$ cat src/hdl/isc_pkg.sv
package isc_pkg;

    // ------------------------------------------------------------------
    // Sizes
    // ------------------------------------------------------------------
    localparam int NSRC      = 32;
    localparam int SRC_W     = 5;
    localparam int PRI_W     = 3;
    localparam int ADDR_W    = 9;
    localparam int DATA_W    = 32;
    localparam int STK_DEPTH = 8;
    localparam int SP_W      = 4;

    // ------------------------------------------------------------------
    // Register byte offsets
    // ------------------------------------------------------------------
    localparam logic [ADDR_W-1:0] ADDR_SMR_BASE = 9'h000;
    localparam logic [ADDR_W-1:0] ADDR_SVR_BASE = 9'h080;
    localparam logic [ADDR_W-1:0] ADDR_IVR      = 9'h100;
    localparam logic [ADDR_W-1:0] ADDR_FVR      = 9'h104;
    localparam logic [ADDR_W-1:0] ADDR_ISR      = 9'h108;
    localparam logic [ADDR_W-1:0] ADDR_IPR      = 9'h10C;
    localparam logic [ADDR_W-1:0] ADDR_IMR      = 9'h110;
    localparam logic [ADDR_W-1:0] ADDR_CISR     = 9'h114;
    localparam logic [ADDR_W-1:0] ADDR_IECR     = 9'h120;
    localparam logic [ADDR_W-1:0] ADDR_IDCR     = 9'h124;
    localparam logic [ADDR_W-1:0] ADDR_ICCR     = 9'h128;
    localparam logic [ADDR_W-1:0] ADDR_ISCR     = 9'h12C;
    localparam logic [ADDR_W-1:0] ADDR_EOICR    = 9'h130;
    localparam logic [ADDR_W-1:0] ADDR_DCR      = 9'h138;
    localparam logic [ADDR_W-1:0] ADDR_FFR      = 9'h140;
    localparam logic [1:0]        ADDR_ALIGNED  = 2'h0;

    // ------------------------------------------------------------------
    // Fields and reset values
    // ------------------------------------------------------------------
    localparam int SMR_TYPE_LSB  = 5;
    localparam int TYPE_EDGE_BIT = 0;
    localparam int TYPE_POL_BIT  = 1;
    localparam int DCR_GMSK_BIT  = 0;
    localparam int CISR_IRQ_BIT  = 0;
    localparam int CISR_FIQ_BIT  = 1;

    localparam int SRC_FAST = 0;
    localparam int SRC_SYS  = 1;

    localparam logic [DATA_W-1:0] WORD_ZERO     = 32'h00000000;
    localparam logic [DATA_W-1:0] FAST_SRC_MASK = 32'h00000001;
    localparam logic [PRI_W-1:0]  PRI_RST       = 3'h0;
    localparam logic [SP_W-1:0]   SP_EMPTY      = 4'h0;
    localparam logic [SP_W-1:0]   SP_ONE        = 4'h1;
    localparam logic [SP_W-1:0]   SP_FULL       = 4'h8;

    // Trigger types: level types sense a level, edge types latch an edge.
    typedef enum logic [1:0] {
        ISC_LOW_LEVEL,
        ISC_FALL_EDGE,
        ISC_HIGH_LEVEL,
        ISC_RISE_EDGE
    } isc_trig_t;

endpackage

$ cat src/hdl/isc_top.sv
module isc_top
    import isc_pkg::*;
#(
    parameter int                NUM_SYS     = 4,
    parameter logic [NSRC-1:0]   EXT_SOURCES = 32'hE0000000
) (
    input  wire logic                  REF_CLK,
    input  wire logic                  NRST,
    input  wire logic [ADDR_W-1:0]     REG_ADDR,
    input  wire logic [DATA_W-1:0]     REG_WDATA,
    input  wire logic                  REG_WR,
    input  wire logic                  REG_RD,
    output      logic [DATA_W-1:0]     REG_RDATA,
    input  wire logic                  FAST_REQUEST_PIN,
    input  wire logic [NUM_SYS-1:0]    SYSTEM_IRQS,
    input  wire logic [NSRC-1:2]       PERIPHERAL_SOURCES,
    input  wire logic [NSRC-1:2]       EXTERNAL_REQUEST_PINS,
    output      logic                  NORMAL_REQUEST_OUT_N,
    output      logic                  FAST_REQUEST_OUT_N,
    output      logic                  WAKEUP_OUT
);

    // ------------------------------------------------------------------
    // State
    // ------------------------------------------------------------------
    logic [NSRC-1:0]   sync1_q;
    logic [NSRC-1:0]   sync2_q;
    logic [NSRC-1:0]   act_prev_q;
    logic [NSRC-1:0]   edge_q;
    logic [NSRC-1:0]   edge_d;
    logic [NSRC-1:0]   imr_q;
    logic [NSRC-1:0]   ff_q;
    logic              gmsk_q;
    logic [DATA_W-1:0] svr_q     [NSRC];
    logic [PRI_W-1:0]  pri_q     [NSRC];
    isc_trig_t         trig_q    [NSRC];
    logic [SRC_W-1:0]  stk_num_q [STK_DEPTH];
    logic [PRI_W-1:0]  stk_pri_q [STK_DEPTH];
    logic [SP_W-1:0]   sp_q;
    logic              normal_request_out_n_n_q;
    logic              fast_request_out_n_n_q;
    logic              wake_q;
    logic [DATA_W-1:0] rdata_q;

    // ------------------------------------------------------------------
    // Address decode
    // ------------------------------------------------------------------
    wire logic             aligned  = (REG_ADDR[1:0] == ADDR_ALIGNED);
    wire logic [SRC_W-1:0] reg_idx  = REG_ADDR[SRC_W+1:2];
    wire logic             in_smr   = aligned && (REG_ADDR >= ADDR_SMR_BASE) && (REG_ADDR < ADDR_SVR_BASE);
    wire logic             in_svr   = aligned && (REG_ADDR >= ADDR_SVR_BASE) && (REG_ADDR < ADDR_IVR);
    wire logic             wr_smr   = REG_WR && in_smr;
    wire logic             wr_svr   = REG_WR && in_svr;
    wire logic             wr_iecr  = REG_WR && (REG_ADDR == ADDR_IECR);
    wire logic             wr_idcr  = REG_WR && (REG_ADDR == ADDR_IDCR);
    wire logic             wr_iccr  = REG_WR && (REG_ADDR == ADDR_ICCR);
    wire logic             wr_iscr  = REG_WR && (REG_ADDR == ADDR_ISCR);
    wire logic             wr_eoi   = REG_WR && (REG_ADDR == ADDR_EOICR);
    wire logic             wr_dcr   = REG_WR && (REG_ADDR == ADDR_DCR);
    wire logic             wr_ffr   = REG_WR && (REG_ADDR == ADDR_FFR);
    wire logic             rd_ivr   = REG_RD && (REG_ADDR == ADDR_IVR);
    wire logic             rd_fvr   = REG_RD && (REG_ADDR == ADDR_FVR);

    // ------------------------------------------------------------------
    // Source input stage
    // ------------------------------------------------------------------
    wire logic [NSRC-1:0] raw_async = {EXTERNAL_REQUEST_PINS, 1'b0, FAST_REQUEST_PIN};
    wire logic            sys_or    = |SYSTEM_IRQS;
    wire logic [NSRC-1:0] set_cmd   = wr_iscr ? REG_WDATA : WORD_ZERO;
    wire logic [NSRC-1:0] clr_cmd   = wr_iccr ? REG_WDATA : WORD_ZERO;

    logic [NSRC-1:0] lvl;
    logic [NSRC-1:0] act;
    logic [NSRC-1:0] edge_mode;
    logic [NSRC-1:0] pend;
    logic [NSRC-1:0] auto_clr;

    // Bit i of every vector below belongs to source i.
    genvar gi;
    generate
        for (gi = 0; gi < NSRC; gi++) begin : g_src
            if (gi == SRC_FAST) begin : g_fast
                assign lvl[gi] = sync2_q[gi];
            end else if (gi == SRC_SYS) begin : g_sys
                assign lvl[gi] = sys_or;
            end else begin : g_per
                assign lvl[gi] = EXT_SOURCES[gi] ? sync2_q[gi] : PERIPHERAL_SOURCES[gi];
            end
            if ((gi == SRC_FAST) || EXT_SOURCES[gi]) begin : g_ext
                assign act[gi] = trig_q[gi][TYPE_POL_BIT] ? lvl[gi] : ~lvl[gi];
            end else begin : g_int
                assign act[gi] = lvl[gi];
            end
            assign edge_mode[gi] = trig_q[gi][TYPE_EDGE_BIT];
            assign pend[gi]      = edge_mode[gi] ? edge_q[gi] : act[gi];
            // An arriving edge or set command wins over any clear in the same cycle.
            assign edge_d[gi] = edge_mode[gi] &
                                ((act[gi] & ~act_prev_q[gi]) | set_cmd[gi] |
                                 (edge_q[gi] & ~clr_cmd[gi] & ~auto_clr[gi]));
        end
    endgenerate

    // ------------------------------------------------------------------
    // Priority selection
    // ------------------------------------------------------------------
    wire logic [NSRC-1:0] cand     = pend & imr_q & ~ff_q & ~FAST_SRC_MASK;
    wire logic [NSRC-1:0] fast_src = pend & imr_q & (ff_q | FAST_SRC_MASK);

    logic             best_found;
    logic [SRC_W-1:0] best_num;
    logic [PRI_W-1:0] best_pri;

    // Scanning downward with >= lets the lowest number win a tie.
    always_comb begin
        best_found = 1'b0;
        best_num   = '0;
        best_pri   = '0;
        for (int i = NSRC - 1; i >= 0; i--) begin
            if (cand[i] && (!best_found || (pri_q[i] >= best_pri))) begin
                best_found = 1'b1;
                best_num   = SRC_W'(i);
                best_pri   = pri_q[i];
            end
        end
    end

    wire logic [2:0]       sp_top   = 3'(sp_q - SP_ONE);
    wire logic             stk_any  = (sp_q != SP_EMPTY);
    wire logic [PRI_W-1:0] cur_pri  = stk_any ? stk_pri_q[sp_top] : PRI_RST;
    wire logic [SRC_W-1:0] cur_num  = stk_any ? stk_num_q[sp_top] : '0;
    wire logic             take_ivr = rd_ivr && best_found;
    wire logic             push_ok  = take_ivr && (sp_q != SP_FULL);
    wire logic             pop_ok   = wr_eoi && stk_any;

    // Only a strictly higher priority than the one in service raises the line.
    wire logic irq_raw = best_found && (!stk_any || (best_pri > cur_pri)) && !rd_ivr;
    wire logic fiq_raw = |fast_src;

    assign auto_clr = (take_ivr ? (FAST_SRC_MASK << best_num) & ~ff_q : WORD_ZERO)
                    | (rd_fvr ? FAST_SRC_MASK : WORD_ZERO);

    // ------------------------------------------------------------------
    // Read data
    // ------------------------------------------------------------------
    wire logic [DATA_W-1:0] smr_rd  = {25'h0000000, trig_q[reg_idx], 2'h0, pri_q[reg_idx]};
    wire logic [DATA_W-1:0] cisr_rd = {30'h00000000, ~fast_request_out_n_n_q, ~normal_request_out_n_n_q};
    wire logic [DATA_W-1:0] rd_val  =
          in_smr                  ? smr_rd
        : in_svr                  ? svr_q[reg_idx]
        : (REG_ADDR == ADDR_IVR)  ? (best_found ? svr_q[best_num] : WORD_ZERO)
        : (REG_ADDR == ADDR_FVR)  ? svr_q[SRC_FAST]
        : (REG_ADDR == ADDR_ISR)  ? DATA_W'(cur_num)
        : (REG_ADDR == ADDR_IPR)  ? pend
        : (REG_ADDR == ADDR_IMR)  ? imr_q
        : (REG_ADDR == ADDR_CISR) ? cisr_rd
        : (REG_ADDR == ADDR_DCR)  ? DATA_W'(gmsk_q)
        : (REG_ADDR == ADDR_FFR)  ? ff_q
        : WORD_ZERO;

    // ------------------------------------------------------------------
    // Synchronisers and edge memory
    // ------------------------------------------------------------------
    always_ff @(posedge REF_CLK or negedge NRST) begin
        if (!NRST) begin
            sync1_q <= WORD_ZERO;
            sync2_q <= WORD_ZERO;
        end else begin
            sync1_q <= raw_async;
            sync2_q <= sync1_q;
        end
    end

    always_ff @(posedge REF_CLK or negedge NRST) begin
        if (!NRST) begin
            act_prev_q <= WORD_ZERO;
            edge_q     <= WORD_ZERO;
        end else begin
            act_prev_q <= act;
            edge_q     <= edge_d;
        end
    end

    // ------------------------------------------------------------------
    // Mask, fast forcing and general mask
    // ------------------------------------------------------------------
    always_ff @(posedge REF_CLK or negedge NRST) begin
        if (!NRST) begin
            imr_q  <= WORD_ZERO;
            ff_q   <= WORD_ZERO;
            gmsk_q <= 1'b0;
        end else begin
            if (wr_iecr) begin
                imr_q <= imr_q | REG_WDATA;
            end else if (wr_idcr) begin
                imr_q <= imr_q & ~REG_WDATA;
            end
            if (wr_ffr) begin
                ff_q <= REG_WDATA & ~FAST_SRC_MASK;
            end
            if (wr_dcr) begin
                gmsk_q <= REG_WDATA[DCR_GMSK_BIT];
            end
        end
    end

    // ------------------------------------------------------------------
    // Source mode and handler address registers
    // ------------------------------------------------------------------
    always_ff @(posedge REF_CLK or negedge NRST) begin
        if (!NRST) begin
            for (int i = 0; i < NSRC; i++) begin
                pri_q[i]  <= PRI_RST;
                trig_q[i] <= ISC_LOW_LEVEL;
                svr_q[i]  <= WORD_ZERO;
            end
        end else begin
            if (wr_smr) begin
                pri_q[reg_idx]  <= REG_WDATA[PRI_W-1:0];
                trig_q[reg_idx] <= isc_trig_t'(REG_WDATA[SMR_TYPE_LSB+1:SMR_TYPE_LSB]);
            end
            if (wr_svr) begin
                svr_q[reg_idx] <= REG_WDATA;
            end
        end
    end

    // ------------------------------------------------------------------
    // Nesting stack
    // ------------------------------------------------------------------
    always_ff @(posedge REF_CLK or negedge NRST) begin
        if (!NRST) begin
            sp_q <= SP_EMPTY;
            for (int i = 0; i < STK_DEPTH; i++) begin
                stk_num_q[i] <= '0;
                stk_pri_q[i] <= PRI_RST;
            end
        end else if (push_ok) begin
            stk_num_q[sp_q[2:0]] <= best_num;
            stk_pri_q[sp_q[2:0]] <= best_pri;
            sp_q                 <= sp_q + SP_ONE;
        end else if (pop_ok) begin
            sp_q <= sp_q - SP_ONE;
        end
    end

    // ------------------------------------------------------------------
    // Request outputs and read data
    // ------------------------------------------------------------------
    // The block has no clock gate input; it runs on every rising edge of REF_CLK.
    always_ff @(posedge REF_CLK or negedge NRST) begin
        if (!NRST) begin
            normal_request_out_n_n_q <= 1'b1;
            fast_request_out_n_n_q <= 1'b1;
            wake_q   <= 1'b0;
            rdata_q  <= WORD_ZERO;
        end else begin
            normal_request_out_n_n_q <= ~(irq_raw && !gmsk_q);
            fast_request_out_n_n_q <= ~(fiq_raw && !gmsk_q);
            wake_q   <= irq_raw || fiq_raw;
            rdata_q  <= REG_RD ? rd_val : WORD_ZERO;
        end
    end

    assign NORMAL_REQUEST_OUT_N = normal_request_out_n_n_q;
    assign FAST_REQUEST_OUT_N   = fast_request_out_n_n_q;
    assign WAKEUP_OUT           = wake_q;
    assign REG_RDATA            = rdata_q;

endmodule

$ cat config.mk
export PLATFORM = sky130hd
export DESIGN_NAME = isc_top
export DESIGN_NICKNAME = d
export VERILOG_FILES = /design/src/hdl/isc_pkg.sv /design/src/hdl/isc_top.sv
export SDC_FILE = /design/constraint.sdc
export NUM_CORES = 2
export LEC_CHECK = 0
export ABC_CLOCK_PERIOD_IN_PS = 55200
export BUFFER_PORTS_ARGS = -buffer_cell sky130_fd_sc_hd__buf_4
export CORE_MARGIN = 5
export CORE_UTILIZATION = 29
export CTS_BUF_LIST = sky130_fd_sc_hd__clkbuf_2 sky130_fd_sc_hd__clkbuf_4 sky130_fd_sc_hd__clkbuf_8
export CTS_CLUSTER_SIZE = 30
export DETAILED_ROUTE_END_ITERATION = 6
export PLACE_DENSITY_LB_ADDON = 0.05
export SLEW_MARGIN = 10
export SYNTH_ARGS = -nofsm -noshare
export SYNTH_HDL_FRONTEND = slang
export SYNTH_SLANG_ARGS = --single-unit
$ cat constraint.sdc
create_clock -name REF_CLK -period 55.2 [get_ports REF_CLK]
set_clock_uncertainty 0.15 [all_clocks]
set_input_delay 8.28 -clock REF_CLK [delete_from_list [all_inputs] [get_ports REF_CLK]]
set_output_delay 8.28 -clock REF_CLK [all_outputs]
set_load 0.01 [all_outputs]
==> impl.org <==
** Routing
- DR vias/cell :: 5.84
- Total length of routed wires :: 356000 um
- Post-route ant nets :: 0
- Number of iterations in the first detailed-routing pass :: 6
- Post-route DRC violation count :: 0
- Routed wire per std cell :: 35.3 um
- For this block, the via count after detailed routing is between 50000 and 60000.
- Detailed Route Iter0 Violations :: approximately 5600

** Synthesis
- Post-synthesis net count :: 6460
- Yosys printed 0 warnings.
- Number of enable-type register cells in the synthesized netlist :: 0
- The number of different library cells used by synthesis comes to between 100 and 150.
- The most used flip-flop cell after synthesis is sky130_fd_sc_hd__dfrtp_1.
- Average size of a mapped cell :: 12.3 sq um
- Sequential fraction of the synthesis area :: 46.2%
- Register bit total from synthesis :: 1423
- For this run, asynchronously set or reset flops after synthesis account for between 90% and 100%.
- After synthesis the cells add up to 77100 sq um.
- Cell count after synthesis :: around 6300

** Hold path
- Type of the worst min-delay path :: flip-flop to flip-flop
- Hold Path Depth :: 0

** Run
- MaxCap Viol Count :: 0

** Global routing
- GRT Overall Usage :: ~25%
- Maximum number of pins on one net before global-route repair :: ~150
- Initial antenna violation count :: 33
- The first global-routing pass estimated 496000 um of wire.
- The number of global-route vias before repair is 59742.
- Total gr overflow :: 0

** Setup path
- In this design, the critical path's most frequently occurring cell is sky130_fd_sc_hd__ha_1.
- Worst R2R Path Depth :: roughly 220
- Kind of critical path :: input port to flip-flop
- At the worst endpoint, the required time is 55.93 ns.
- STA classifies the critical path startpoint as an input port.
- Delay of the slowest cell on the worst path :: ~0.66 ns
- Critical-path top delay cell :: sky130_fd_sc_hd__a2111oi_1
- Along the worst path, the maximum fanout reaches 16.
- The worst setup path is captured at a flip-flop.
- Arrival time worst endpoint :: 52.57 ns

** Floorplan
- The die covers approximately 280000 sq um.
- The floorplan step set the die width to approximately 530 um.
- Total core area :: 265000 sq um
- During I/O placement, the number of pins put on the boundary was 145.
- Chip Height :: 525 um
- Num rows :: 189
- Initial core utilization :: between 20% and 30%

** Clock tree
- Buffers inserted to repair hold after CTS numbered 0.
- TritonCTS built the clock tree.
- Number of buffers created by CTS :: 291
- Clk_lat worst skew :: 0.98 ns
- H-tree level count :: 5
- Maximum buffer depth of the clock tree :: 4
- Counting every sink on the clock net gives around 1400.
- Register clock-pin slew on the reported worst setup and hold paths :: 0.06 ns
- CTS placed an instance of sky130_fd_sc_hd__clkbuf_8 at the clock tree root.

** Power and ir drop
- Sequential power share :: 38.0%
- Combinational share of power :: 22.6%
- Internal power comes to between 1.5 and 2 mW.
- Clk pwr share :: 39.4%
- Of the total power, the share spent switching nets is 33.2%.
- Cell Pwr Density :: 32.6 nW/um^2
- Worst vdd ir :: roughly 0.022 mV
- Summed over all cells, the static leakage comes to 39.7 nW.
- Summed over all nets, the switching power comes to 0.957 mW.

** Timing
- Final hold violation count :: 0
- Setup violations remaining at the end of the flow were counted as 0.
- Setup repair after global routing missed its margin :: false
- Transition time of the tightest slew-check pin :: 1.31 ns
- Achievable Freq :: roughly 19 MHz
- The worst pin sits at a relative slew slack of 12.5%.
- The final critical path takes up 93.9% of the cycle.
- Time the final worst path needs with I/O delays and setup :: 51.84 ns
- Setup Total Neg Slack :: 0 ns
- The max-slew violation count came to 0.

** Placement
- Final weighted congestion in routability-driven placement :: 0.851
- Number of buffer cells added on primary ports :: 114
- Post-detailed-placement cell area :: 82600 sq um
- Detailed-placement wirelength estimate :: 216000 um

** Layout
- Summing all flip-flop and latch instances after layout gives 35600 sq um.
- Fraction of final layout cells with drive strength greater than 1 :: around 40%
- Final standard cell area without fillers :: 88500 sq um
- Filler Cells Inserted :: 26456
- In the final layout, the multi-input gates occupy 39400 sq um.
- Cells fill between 30% and 40% of the core in the end.
- The net count of the finished layout is between 6000 and 7000.
- Layout Area Growth over Synthesis :: 14.8%

** Status
- The flow ran to the end, and the final reports show no timing, DRC or antenna violations.
layout make-up:
class | count | area share, %
Sequential cell | 1423 | 40.3
Clock inverter | 36 | 0.306
Tap cell | 3533 | 5.00
Timing Repair Buffer | 351 | 3.39
Clock buffer | 434 | 6.12
Inverter | 82 | 0.348
Antenna cell | 15 | 0.0424
Multi-Input combinational cell | 4212 | 44.5
cells in the final DEF (no fill, tap or decap), types with 25 or more instances in the layout:
master and instances:
sky130_fd_sc_hd__buf_4 320, sky130_fd_sc_hd__o22a_1 30, sky130_fd_sc_hd__inv_1 81, sky130_fd_sc_hd__nor2b_1 41, sky130_fd_sc_hd__nand3_1 38, sky130_fd_sc_hd__clkbuf_4 89, sky130_fd_sc_hd__o21a_1 58, sky130_fd_sc_hd__nor2_1 273
sky130_fd_sc_hd__o211ai_1 68, sky130_fd_sc_hd__mux2_2 1257, sky130_fd_sc_hd__o221ai_1 205, sky130_fd_sc_hd__a21boi_0 26, sky130_fd_sc_hd__nor3_1 118, sky130_fd_sc_hd__dfrtp_1 1421, sky130_fd_sc_hd__nand2b_1 58, sky130_fd_sc_hd__buf_12 25
sky130_fd_sc_hd__a21oi_1 119, sky130_fd_sc_hd__o21ai_1 31, sky130_fd_sc_hd__o22ai_1 297, sky130_fd_sc_hd__mux4_2 386, sky130_fd_sc_hd__mux2i_1 43, sky130_fd_sc_hd__nand2_1 338, sky130_fd_sc_hd__ha_1 72, sky130_fd_sc_hd__o21ai_0 255
sky130_fd_sc_hd__clkbuf_8 346
state kept, by name (all words and copies together) (netlist names), 4 cells and up, named ones only:
register and count:
edge_mode 32, stk_num_q 40, act_prev_q 32, edge_q 32, stk_pri_q 24, sync2_q 4, ff_q 31, sp_q 4
REG_RDATA 32, pri_q 96, sync1_q 4, svr_q 1024, trig_q 32
synth_stat cells (all sizes together) (8+ instances only):
cell,n,area share (%)
buf,173,0.97
nand4,8,0.065
clkbuf,388,1.9
o21ai,289,1.9
o21a,58,0.57
dfrtp,1421,46
or2,16,0.13
o211ai,69,0.68
nand2b,59,0.48
a21oi,122,0.80
a211o,11,0.13
or3,21,0.17
a311oi,11,0.15
mux2,1257,18
mux4,386,11
inv,82,0.40
a41oi,22,0.26
o221ai,205,2.3
and2,21,0.17
o311ai,19,0.23
o31a,13,0.15
nand3b,19,0.19
nor4,11,0.12
nor2b,42,0.34
ha,72,1.2
a211oi,14,0.15
a21o,19,0.19
nor3,122,0.82
a31oi,26,0.23
o22ai,297,2.4
o22a,31,0.35
nor2,298,1.5
nor3b,15,0.15
nand3,43,0.29
mux2i,43,0.56
and3,19,0.15
o31ai,13,0.16
a221oi,23,0.26
a21boi,36,0.36
nand2,356,1.7
o2111ai,10,0.11
a22oi,12,0.12
cells by family (layout without fill, tap and decap cells):
group | Yosys count | count (layout) | share of synthesized area (%)
adders and majority gates | 74 | 74 | 1.20
muxes | 1686 | 1686 | 30.2
buffers and inverters | 643 | 903 | 3.30
AOI/OAI and AO/OA | 1372 | 1372 | 12.5
DFF | 1423 | 1423 | 46.2
other | 0 | 15 | 0
xor gates and xnor gates | 8 | 8 | 0.110
and+or+nand+nor | 1072 | 1072 | 6.51
power groups by stage:
stage | sequential, mW | combinational (mW) | clock (mW)
after floorplan | 1.10 | 0.362 | 0
after global placement | 1.11 | 0.649 | 0
after detailed placement | 1.11 | 0.646 | 0
after CTS | 1.09 | 0.649 | 1.17
after global routing | 1.10 | 0.691 | 1.22
final | 1.10 | 0.651 | 1.13
worst max-delay path: cells and delay by family:
family                   cells  cell delay [ns]
AND/OR/NAND/NOR             72            12.81
adder cells (fa/ha/maj)     29             7.99
multiplexers                 5             1.78
AO/OA/AOI/OAI               85            20.20
buffers and inverters       11             1.37
final timing paths:
kind	startpoint	to	slack (ns)
setup / recovery	PERIPHERAL_SOURCES[28]	REG_RDATA[0]	3.36
hold / removal	sync1_q[30]	sync2_q[30]	0.20
setup reg to reg	edge_mode[31]	REG_RDATA[0]	6.61
hold reg to reg	sync1_q[30]	sync2_q[30]	0.20
max in group asynchronous	NRST	act_prev_q[21]	43.62
min in group asynchronous	NRST	REG_RDATA[24]	7.18
layer usage:
layer | track usage [%] | share of wire, % | vias up
li1 | - | - | 24323
met1 | 35.2 | 45 | 31882
met2 | 39.5 | 46 | 2182
met3 | 4.37 | 5.8 | 539
met4 | 8.04 | 3.1 | 4
met5 | 0 | 0.0076 | -
per-stage QoR:
stage / total power [mW] / worst slack [ns] / std cells / hold slack (ns)
after detailed placement: 1.76 / 1.04 / 9594 / 0.185
after global placement: 1.76 / 0.786 / 9594 / 0.183
after CTS: 2.92 / 1.85 / 10064 / 0.197
final: 2.88 / 3.36 / 10086 / 0.196
after global routing: 3.00 / 0.0296 / 10075 / 0.201
after floorplan: 1.47 / 9.30 / 6278 / 0.181
repair_timing:
item | 4_1_cts | 5_1_grt
resized for setup | 0 | 14
setup endpoints to repair | 0 | 129
setup buffers | 0 | 6
Note: power is estimated with default switching activity, not from simulation.
